<file path="config.mk">
export PLATFORM = sky130hd
export DESIGN_NAME = sdes_top
export DESIGN_NICKNAME = d
export VERILOG_FILES = /design/src/hdl/sdes_pkg.sv /design/src/hdl/sdes_crc7.sv /design/src/hdl/sdes_top.sv
export SDC_FILE = /design/constraint.sdc
export NUM_CORES = 1
export LEC_CHECK = 0
export CAP_MARGIN = 20
export CELL_PAD_IN_SITES_DETAIL_PLACEMENT = 0
export CELL_PAD_IN_SITES_GLOBAL_PLACEMENT = 1
export CORE_MARGIN = 8
export CORE_UTILIZATION = 45
export DETAILED_ROUTE_END_ITERATION = 12
export DONT_BUFFER_PORTS = 1
export GPL_ROUTABILITY_DRIVEN = 0
export MAX_ROUTING_LAYER = met4
export PLACE_DENSITY_LB_ADDON = 0.1
export SYNTH_ARGS = -nofsm -noshare
export SYNTH_HDL_FRONTEND = slang
export SYNTH_SLANG_ARGS = --single-unit
export TNS_END_PERCENT = 1
</file>
<file path="constraint.sdc">
create_clock -name sys_clk -period 4.2 [get_ports sys_clk]
set_clock_uncertainty 0.15 [all_clocks]
set_input_delay 0.42 -clock sys_clk [delete_from_list [all_inputs] [get_ports sys_clk]]
set_output_delay 0.42 -clock sys_clk [all_outputs]
set_load 0.01 [all_outputs]
</file>
<file path="src/hdl/sdes_pkg.sv">
// Package with register map, bit positions and timing constants of the error-status block.
package sdes_pkg;
  localparam int SDES_AW = 4;
  localparam logic [3:0] SDES_ADDR_ERRSTAT = 4'h0;
  localparam logic [3:0] SDES_ADDR_STATEN = 4'h1;
  localparam logic [3:0] SDES_ADDR_SIGEN = 4'h2;
  localparam logic [3:0] SDES_ADDR_CTRL = 4'h3;
  localparam logic [3:0] SDES_ADDR_STATE = 4'h4;
  localparam logic [3:0] SDES_ADDR_RESP = 4'h5;
  localparam int SDES_BIT_CMDTO = 0;
  localparam int SDES_BIT_CRC = 1;
  localparam int SDES_BIT_END = 2;
  localparam int SDES_BIT_IDX = 3;
  localparam int SDES_BIT_DTO = 4;
  localparam int SDES_NFLAG = 5;
  localparam logic [4:0] SDES_FLAGS_RST = 5'h00;
  localparam logic [4:0] SDES_EN_RST = 5'h00;
  localparam logic [15:0] SDES_TIMEOUT_RST = 16'h0040;
  localparam int SDES_CMD_BITS = 48;
  localparam int SDES_RESP_BITS = 48;
  localparam logic [5:0] SDES_START_PAT = 6'h01;
  localparam logic [6:0] SDES_CRC_POLY = 7'h09;
  typedef enum logic [5:0] {
    SDES_IDLE = 6'h01,
    SDES_SEND = 6'h02,
    SDES_WAIT = 6'h04,
    SDES_RECV = 6'h08,
    SDES_BUSY = 6'h10,
    SDES_DATA = 6'h20
  } sdes_state_t;
endpackage

</file>
<file path="src/hdl/sdes_crc7.sv">
// Serial CRC7 generator used for command and response checking.
`timescale 1ns/1ps
module sdes_crc7 (
  // Clock and reset.
  input wire logic sys_clk,
  input wire logic rst,
  // Control.
  input wire logic clear,
  input wire logic shift,
  input wire logic din,
  // Result.
  output logic [6:0] crc
);
  import sdes_pkg::*;
  logic fb;
  assign fb = din ^ crc[6];
  always_ff @(posedge sys_clk) begin
    if (rst || clear) begin
      crc <= 7'h00;
    end else if (shift) begin
      crc <= {crc[5:0], 1'b0} ^ (fb ? SDES_CRC_POLY : 7'h00);
    end
  end
endmodule

</file>
<file path="src/hdl/sdes_top.sv">
// Error-status logic of a memory card host: command engine, checks and flag registers.
//
// The address-and-strobe port and the address map were left to the implementer.
`timescale 1ns/1ps
module sdes_top (
  // Clock and reset.
  input wire logic sys_clk,
  input wire logic rst,
  // Register port.
  input wire logic [sdes_pkg::SDES_AW-1:0] reg_addr,
  input wire logic [31:0] reg_wdata,
  input wire logic reg_wr,
  input wire logic reg_rd,
  output logic [31:0] reg_rdata,
  // Card link.
  input wire logic card_clk,
  input wire logic cmd_in,
  output logic cmd_out,
  output logic cmd_oe,
  input wire logic dat0_in,
  // Interrupt.
  output logic irq
);
  import sdes_pkg::*;

  logic [4:0] flags_r;
  logic [4:0] stat_en_r;
  logic [4:0] sig_en_r;
  logic [15:0] timeout_r;
  logic [5:0] cmd_index_r;
  logic [31:0] cmd_arg_r;
  logic resp_busy_r;
  logic wr_crcstat_r;
  logic rd_data_r;
  logic go_pulse;
  sdes_state_t state_r;
  logic [5:0] bitcnt_r;
  logic [47:0] shreg_r;
  logic [15:0] tcnt_r;
  logic [5:0] resp_idx_r;
  logic [2:0] clk_sync_r;
  logic [1:0] cmd_sync_r;
  logic [1:0] dat_sync_r;
  logic clk_rise;
  logic clk_fall;
  logic cmd_s;
  logic dat_s;
  logic drove_one_r;
  logic [4:0] ev;
  logic [4:0] clr;
  logic crc_clear;
  logic crc_shift;
  logic crc_din;
  logic [6:0] crc_val;
  logic send_bit;
  logic [31:0] rdata_nxt;

  function automatic logic hit(input logic [3:0] a, input logic [3:0] off);
    return a == off;
  endfunction

  // Card clock and lines pass two flip-flops before use.
  always_ff @(posedge sys_clk) begin
    if (rst) begin
      clk_sync_r <= 3'h0;
      cmd_sync_r <= 2'h3;
      dat_sync_r <= 2'h3;
    end else begin
      clk_sync_r <= {clk_sync_r[1:0], card_clk};
      cmd_sync_r <= {cmd_sync_r[0], cmd_in};
      dat_sync_r <= {dat_sync_r[0], dat0_in};
    end
  end
  assign clk_rise = clk_sync_r[1] & ~clk_sync_r[2];
  assign clk_fall = ~clk_sync_r[1] & clk_sync_r[2];
  assign cmd_s = cmd_sync_r[1];
  assign dat_s = dat_sync_r[1];

  // Control register writes.
  always_ff @(posedge sys_clk) begin
    if (rst) begin
      stat_en_r <= SDES_EN_RST;
      sig_en_r <= SDES_EN_RST;
      timeout_r <= SDES_TIMEOUT_RST;
      cmd_index_r <= 6'h00;
      cmd_arg_r <= 32'h0000_0000;
      resp_busy_r <= 1'b0;
      wr_crcstat_r <= 1'b0;
      rd_data_r <= 1'b0;
      go_pulse <= 1'b0;
    end else begin
      go_pulse <= 1'b0;
      if (reg_wr && hit(reg_addr, SDES_ADDR_STATEN)) begin
        stat_en_r <= reg_wdata[4:0];
      end
      if (reg_wr && hit(reg_addr, SDES_ADDR_SIGEN)) begin
        sig_en_r <= reg_wdata[4:0];
      end
      if (reg_wr && hit(reg_addr, SDES_ADDR_RESP)) begin
        cmd_arg_r <= reg_wdata;
      end
      if (reg_wr && hit(reg_addr, SDES_ADDR_CTRL)) begin
        cmd_index_r <= reg_wdata[5:0];
        resp_busy_r <= reg_wdata[6];
        wr_crcstat_r <= reg_wdata[7];
        rd_data_r <= reg_wdata[8];
        go_pulse <= reg_wdata[9] && (state_r == SDES_IDLE);
        timeout_r <= reg_wdata[31:16];
      end
    end
  end

  // Command engine: send, wait for response, receive, then busy or data wait.
  always_ff @(posedge sys_clk) begin
    if (rst) begin
      state_r <= SDES_IDLE;
      bitcnt_r <= 6'h00;
      shreg_r <= 48'h0;
      tcnt_r <= 16'h0000;
      resp_idx_r <= 6'h00;
      cmd_out <= 1'b1;
      cmd_oe <= 1'b0;
      drove_one_r <= 1'b0;
    end else begin
      case (state_r)
        SDES_IDLE: begin
          cmd_oe <= 1'b0;
          cmd_out <= 1'b1;
          drove_one_r <= 1'b0;
          if (go_pulse) begin
            shreg_r <= {2'b01, cmd_index_r, cmd_arg_r, 8'h00};
            bitcnt_r <= 6'h00;
            state_r <= SDES_SEND;
          end
        end
        SDES_SEND: begin
          if (clk_rise && drove_one_r && cmd_oe && !cmd_s) begin
            cmd_oe <= 1'b0;
            drove_one_r <= 1'b0;
            state_r <= SDES_IDLE;
          end else if (clk_fall) begin
            if (bitcnt_r == 6'(SDES_CMD_BITS)) begin
              cmd_oe <= 1'b0;
              drove_one_r <= 1'b0;
              tcnt_r <= 16'h0000;
              bitcnt_r <= 6'h00;
              state_r <= SDES_WAIT;
            end else begin
              cmd_oe <= 1'b1;
              cmd_out <= send_bit;
              drove_one_r <= send_bit;
              shreg_r <= {shreg_r[46:0], 1'b0};
              bitcnt_r <= bitcnt_r + 6'd1;
            end
          end
        end
        SDES_WAIT: begin
          if (clk_rise) begin
            if (!cmd_s) begin
              bitcnt_r <= 6'd1;
              shreg_r <= 48'h0;
              state_r <= SDES_RECV;
            end else if (tcnt_r == timeout_r) begin
              state_r <= SDES_IDLE;
            end else begin
              tcnt_r <= tcnt_r + 16'd1;
            end
          end
        end
        SDES_RECV: begin
          if (clk_rise) begin
            shreg_r <= {shreg_r[46:0], cmd_s};
            bitcnt_r <= bitcnt_r + 6'd1;
            if (bitcnt_r == 6'd7) begin
              resp_idx_r <= {shreg_r[4:0], cmd_s};
            end
            if (bitcnt_r == 6'(SDES_RESP_BITS - 1)) begin
              tcnt_r <= 16'h0000;
              state_r <= resp_busy_r ? SDES_BUSY :
                ((wr_crcstat_r || rd_data_r) ? SDES_DATA : SDES_IDLE);
            end
          end
        end
        SDES_BUSY: begin
          if (clk_rise) begin
            if (dat_s || tcnt_r == timeout_r) begin
              tcnt_r <= 16'h0000;
              state_r <= (wr_crcstat_r || rd_data_r) ? SDES_DATA : SDES_IDLE;
            end else begin
              tcnt_r <= tcnt_r + 16'd1;
            end
          end
        end
        SDES_DATA: begin
          if (clk_rise) begin
            if (!dat_s || tcnt_r == timeout_r) begin
              state_r <= SDES_IDLE;
            end else begin
              tcnt_r <= tcnt_r + 16'd1;
            end
          end
        end
        default: begin
          state_r <= SDES_IDLE;
          cmd_oe <= 1'b0;
        end
      endcase
    end
  end

  // CRC runs over the 40 leading bits of each command or response.
  assign crc_clear = (state_r == SDES_IDLE) || (state_r == SDES_WAIT && clk_rise && !cmd_s);
  assign crc_shift = (state_r == SDES_SEND) ? (clk_fall && bitcnt_r < 6'd40) :
    (state_r == SDES_RECV && clk_rise && bitcnt_r < 6'd40);
  assign crc_din = (state_r == SDES_SEND) ? shreg_r[47] : cmd_s;

  // Frame bit on the line: payload, then the held CRC most significant bit first, then end bit.
  assign send_bit = (bitcnt_r >= 6'h28 && bitcnt_r < 6'h2F) ? crc_val[3'(6'h2E - bitcnt_r)] :
    ((bitcnt_r == 6'h2F) ? 1'b1 : shreg_r[47]);

  sdes_crc7 u_crc (
    .sys_clk(sys_clk),
    .rst(rst),
    .clear(crc_clear),
    .shift(crc_shift),
    .din(crc_din),
    .crc(crc_val)
  );

  // Error events, each one sys_clk cycle long.
  always_comb begin
    ev = 5'h00;
    if (state_r == SDES_SEND && clk_rise && drove_one_r && cmd_oe && !cmd_s) begin
      ev[SDES_BIT_CRC] = 1'b1;
      ev[SDES_BIT_CMDTO] = 1'b1;
    end
    if (state_r == SDES_WAIT && clk_rise && cmd_s && tcnt_r == timeout_r) begin
      ev[SDES_BIT_CMDTO] = 1'b1;
    end
    if (state_r == SDES_RECV && clk_rise) begin
      if (bitcnt_r == 6'd8 && resp_idx_r != cmd_index_r) begin
        ev[SDES_BIT_IDX] = 1'b1;
      end
      if (bitcnt_r == 6'd47) begin
        ev[SDES_BIT_END] = !cmd_s;
        ev[SDES_BIT_CRC] = (shreg_r[6:0] != crc_val);
      end
    end
    if ((state_r == SDES_BUSY || state_r == SDES_DATA) && clk_rise) begin
      if (state_r == SDES_BUSY ? (!dat_s && tcnt_r == timeout_r) :
          (dat_s && tcnt_r == timeout_r)) begin
        ev[SDES_BIT_DTO] = 1'b1;
      end
    end
  end

  // Sticky flags: write one to clear, set wins over clear.
  assign clr = (reg_wr && hit(reg_addr, SDES_ADDR_ERRSTAT)) ? reg_wdata[4:0] : 5'h00;
  always_ff @(posedge sys_clk) begin
    if (rst) begin
      flags_r <= SDES_FLAGS_RST;
    end else begin
      flags_r <= (flags_r & ~clr) | (ev & stat_en_r);
    end
  end

  // Interrupt output.
  always_ff @(posedge sys_clk) begin
    if (rst) begin
      irq <= 1'b0;
    end else begin
      irq <= |(flags_r & sig_en_r);
    end
  end

  // Read data appear in the cycle after the read strobe.
  always_comb begin
    rdata_nxt = 32'h0000_0000;
    case (reg_addr)
      SDES_ADDR_ERRSTAT: rdata_nxt = {27'h0, flags_r};
      SDES_ADDR_STATEN: rdata_nxt = {27'h0, stat_en_r};
      SDES_ADDR_SIGEN: rdata_nxt = {27'h0, sig_en_r};
      SDES_ADDR_CTRL: rdata_nxt = {timeout_r, 6'h00, 1'b0, rd_data_r, wr_crcstat_r,
        resp_busy_r, cmd_index_r};
      SDES_ADDR_STATE: rdata_nxt = {20'h0, resp_idx_r, state_r};
      SDES_ADDR_RESP: rdata_nxt = cmd_arg_r;
      default: rdata_nxt = 32'h0000_0000;
    endcase
  end
  always_ff @(posedge sys_clk) begin
    if (rst) begin
      reg_rdata <= 32'h0000_0000;
    end else begin
      reg_rdata <= reg_rd ? rdata_nxt : 32'h0000_0000;
    end
  end
endmodule

</file>
==> flow_summary.yaml <==
timing:
  setup_viol: 0
  drv_slew: 0
  fmax_ghz: 0.292
  hold_viol: 0
  maxSlewHeadroom_pct: 31.1
  rsz0062_at_grt: "no"
  finalCritPeriodShare_pct: 81.6
  tightest_slew_ns: 1.03
  post-route-min-period_ns: 3.43
  tns_ns: 0
power_and_ir_drop:
  cellPowerDensity_nw_per_um2: 509
  leakage_nw: 3.34
  ir_drop_uv: 332
critical_path:
  critPathArrivalTime_ns: 3.68
  worstPathRequired_ns: 4.45
  cp-start-kind: "register"
  crit_chain: "or4_4, nor2_1, inv_1, o21ai_1, or4b_1, o41ai_1"
  worstSetupEndpoint: "tcnt_r[12]"
  path_class: "reg -> reg"
  worstReg2RegEnd: "tcnt_r[12]"
  path_max_fanout: 15
  r2r_setup_slack_ns: 0.77
  critPathMaxStageDelay_ns: 0.77
  crit_path_start: "state_r[1]"
  end_kind: "register"
  crit-reg2reg-launch: "state_r[1]"
  reg2reg_depth: 6
  critPathSlowestCell: "or4b_1"
synth:
  avgSynthCellArea_um2: 8.14
  yosysWarnings: 0
  synth_cells: 1134
  synth-main-ff-cell: "dfxtp_1"
  synth_edf_count: 0
  ys_seq_area_share_pct: 44.5
  async_reset_ff_share_pct: 0
  netlist_area_um2: 9230
  synth_seq_cells: 205
  syn_nets: 1181
  synth.distinct_cells: 63
placement:
  hpwl_um: 19400
  dp.cells: 1326
  numPortBuffers: 0
cts:
  htree_levels: 1
  numCtsBuffers: 24
  cts_tree: "yes"
  clkSinkCount: 205
  cts_setup_buffers: 0
  clock-root-buffer: "clkbuf_16"
  cts_buffer_depth: 3
  insertion_delay_ns: 0.51
  clk_pin_slew_ns: 0.06
route:
  drc: 0
  drt_iter0_drc: 839
  wl_um: 29000
  detail-route-antenna-nets: 0
  vias: 8168
  drt_pass1_iterations: 5
  viasPerCell: 5.81
  wire_per_inst_um: 20.6
global_route:
  grt_max_degree: 149
  grt_overflow: 0
  antenna_found_initial: 0
  grt_pass1_vias: 7878
  grt_usage_pct: 22.9
  grt_first_pass_wirelength_um: 46000
min_path:
  hold_path_class: "in -> reg"
floorplanning:
  start_util_pct: 45.8
  num_rows: 52
  die_h_um: 159
  die_x_um: 159
  die-area_um2: 25300
  core_area_um2: 20200
  io_pins: 78
finish:
  n_antenna_cell: 0
  nets: 1166
  layout-drive-gt1-share_pct: 6.51
  final_cells: 1406
  layout_common_cells: "dfxtp_1 (205), nand2_1 (197), nor2_1 (110)"
  area_growth_pct: 14.0
  final_common_cell: "dfxtp_1"
job:
  cap_violations: 0
run_status:
  status: "complete, no violations"
## metrics by stage
stage / hold slack (ns) / power (mW) / instance area (um^2) / setup slack (ns) / util [%]
6_report: 0.0264 / 5.36 / 10500 / 0.774 / 52.2
5_1_grt: 0.0190 / 5.62 / 10500 / 0.560 / 52.2
3_5_place_dp: 0.249 / 3.21 / 9330 / 0.849 / 46.2
2_1_floorplan: 0.239 / 3.03 / 9230 / 1.55 / -
3_3_place_gp: 0.246 / 3.20 / 9330 / 0.899 / 46.2
4_1_cts: 0.0138 / 5.39 / 10500 / 0.806 / 52.2
## layer usage
metal | track usage (%) | part of all wire (%) | wire length (um)
met1 | 29.6 | 45 | 13100
met3 | 3.52 | 5.0 | 1440
met2 | 36.8 | 47 | 13700
met5 | - | 0 | 0
met4 | 6.09 | 2.5 | 739
## cell type report
class | count | area (um^2)
multi-input cells | 827 | 4730
repair buffers | 51 | 505
well taps | 270 | 338
inverters | 10 | 37.5
clock buffers | 32 | 672
clock inverters | 11 | 134
flip-flops and latches | 205 | 4100
fillers | 1984 | 9650
## worst min path at each step
stage,from,to,slack [ns],cells past startpoint
finish,rst,state_r[0],0.03,2
global route,rst,state_r[0],0.02,2
floorplan,cmd_sync_r[0],cmd_sync_r[1],0.24,1
CTS,rst,state_r[0],0.01,2
global placement,cmd_sync_r[0],cmd_sync_r[1],0.25,1
detailed placement,cmd_sync_r[0],cmd_sync_r[1],0.25,1
## cell families (layout without fill, tap and decap cells)
| logic type | after synthesis | count (layout) | share of synthesized area, % |
|---|---|---|---|
| AND/OR/NAND/NOR | 482 | 482 | 24.1 |
| multiplexers | 28 | 28 | 3.17 |
| buffers and inverters | 102 | 104 | 4.53 |
| flip-flops | 205 | 205 | 44.5 |
| XOR/XNOR | 34 | 34 | 3.23 |
| AO/OA/AOI/OAI | 279 | 279 | 20.0 |
| adder cells (fa/ha/maj) | 4 | 4 | 0.542 |
## where the power goes
part	switching, mW	internal [mW]	total (mW)
sequential	0.149	2.16	2.31
clock	0.810	1.30	2.11
combinational	0.581	0.350	0.931
## state kept, by name, indices dropped and copies added (netlist names), 2 cells and up
| name | cells |
|---|---|
| u_crc.crc | 7 |
| tcnt_r | 16 |
| state_r | 6 |
| cmd_arg_r | 32 |
| resp_idx_r | 6 |
| flags_r | 5 |
| dat_sync_r | 2 |
| timeout_r | 16 |
| sig_en_r | 5 |
| clk_sync_r | 3 |
| shreg_r | 48 |
| stat_en_r | 5 |
| reg_rdata | 32 |
| cmd_sync_r | 2 |
| cmd_index_r | 6 |
| bitcnt_r | 6 |
## worst max-delay path: cells and delay by family, from the launching register on
| family | cells | cell delay (ns) |
|---|---|---|
| and+or+nand+nor | 3 | 1.87 |
| DFF | 1 | 0.45 |
| buffers and inverters | 1 | 0.12 |
| AOI/OAI and AO/OA | 2 | 0.72 |
## cells in the mapped netlist (12+ instances only)
master / n / area (um^2)
dfxtp_1: 205 / 4100
nand2_1: 197 / 739
nor2_1: 110 / 413
a21oi_1: 93 / 465
clkbuf_1: 75 / 282
nand3_1: 71 / 355
o21ai_0: 48 / 240
a311oi_1: 38 / 333
a22oi_1: 28 / 210
mux2i_1: 27 / 270
xnor2_1: 26 / 228
o31ai_1: 14 / 105
nand4_1: 13 / 81.3
nor3_1: 12 / 60.1
o311ai_0: 12 / 105
## repair_timing
item | 4_1_cts | 5_1_grt
endpoints found under the hold margin | 150 | 0
resized for setup | 0 | 0
hold buffers | 37 | 0
(Power assumes the default switching activity.)
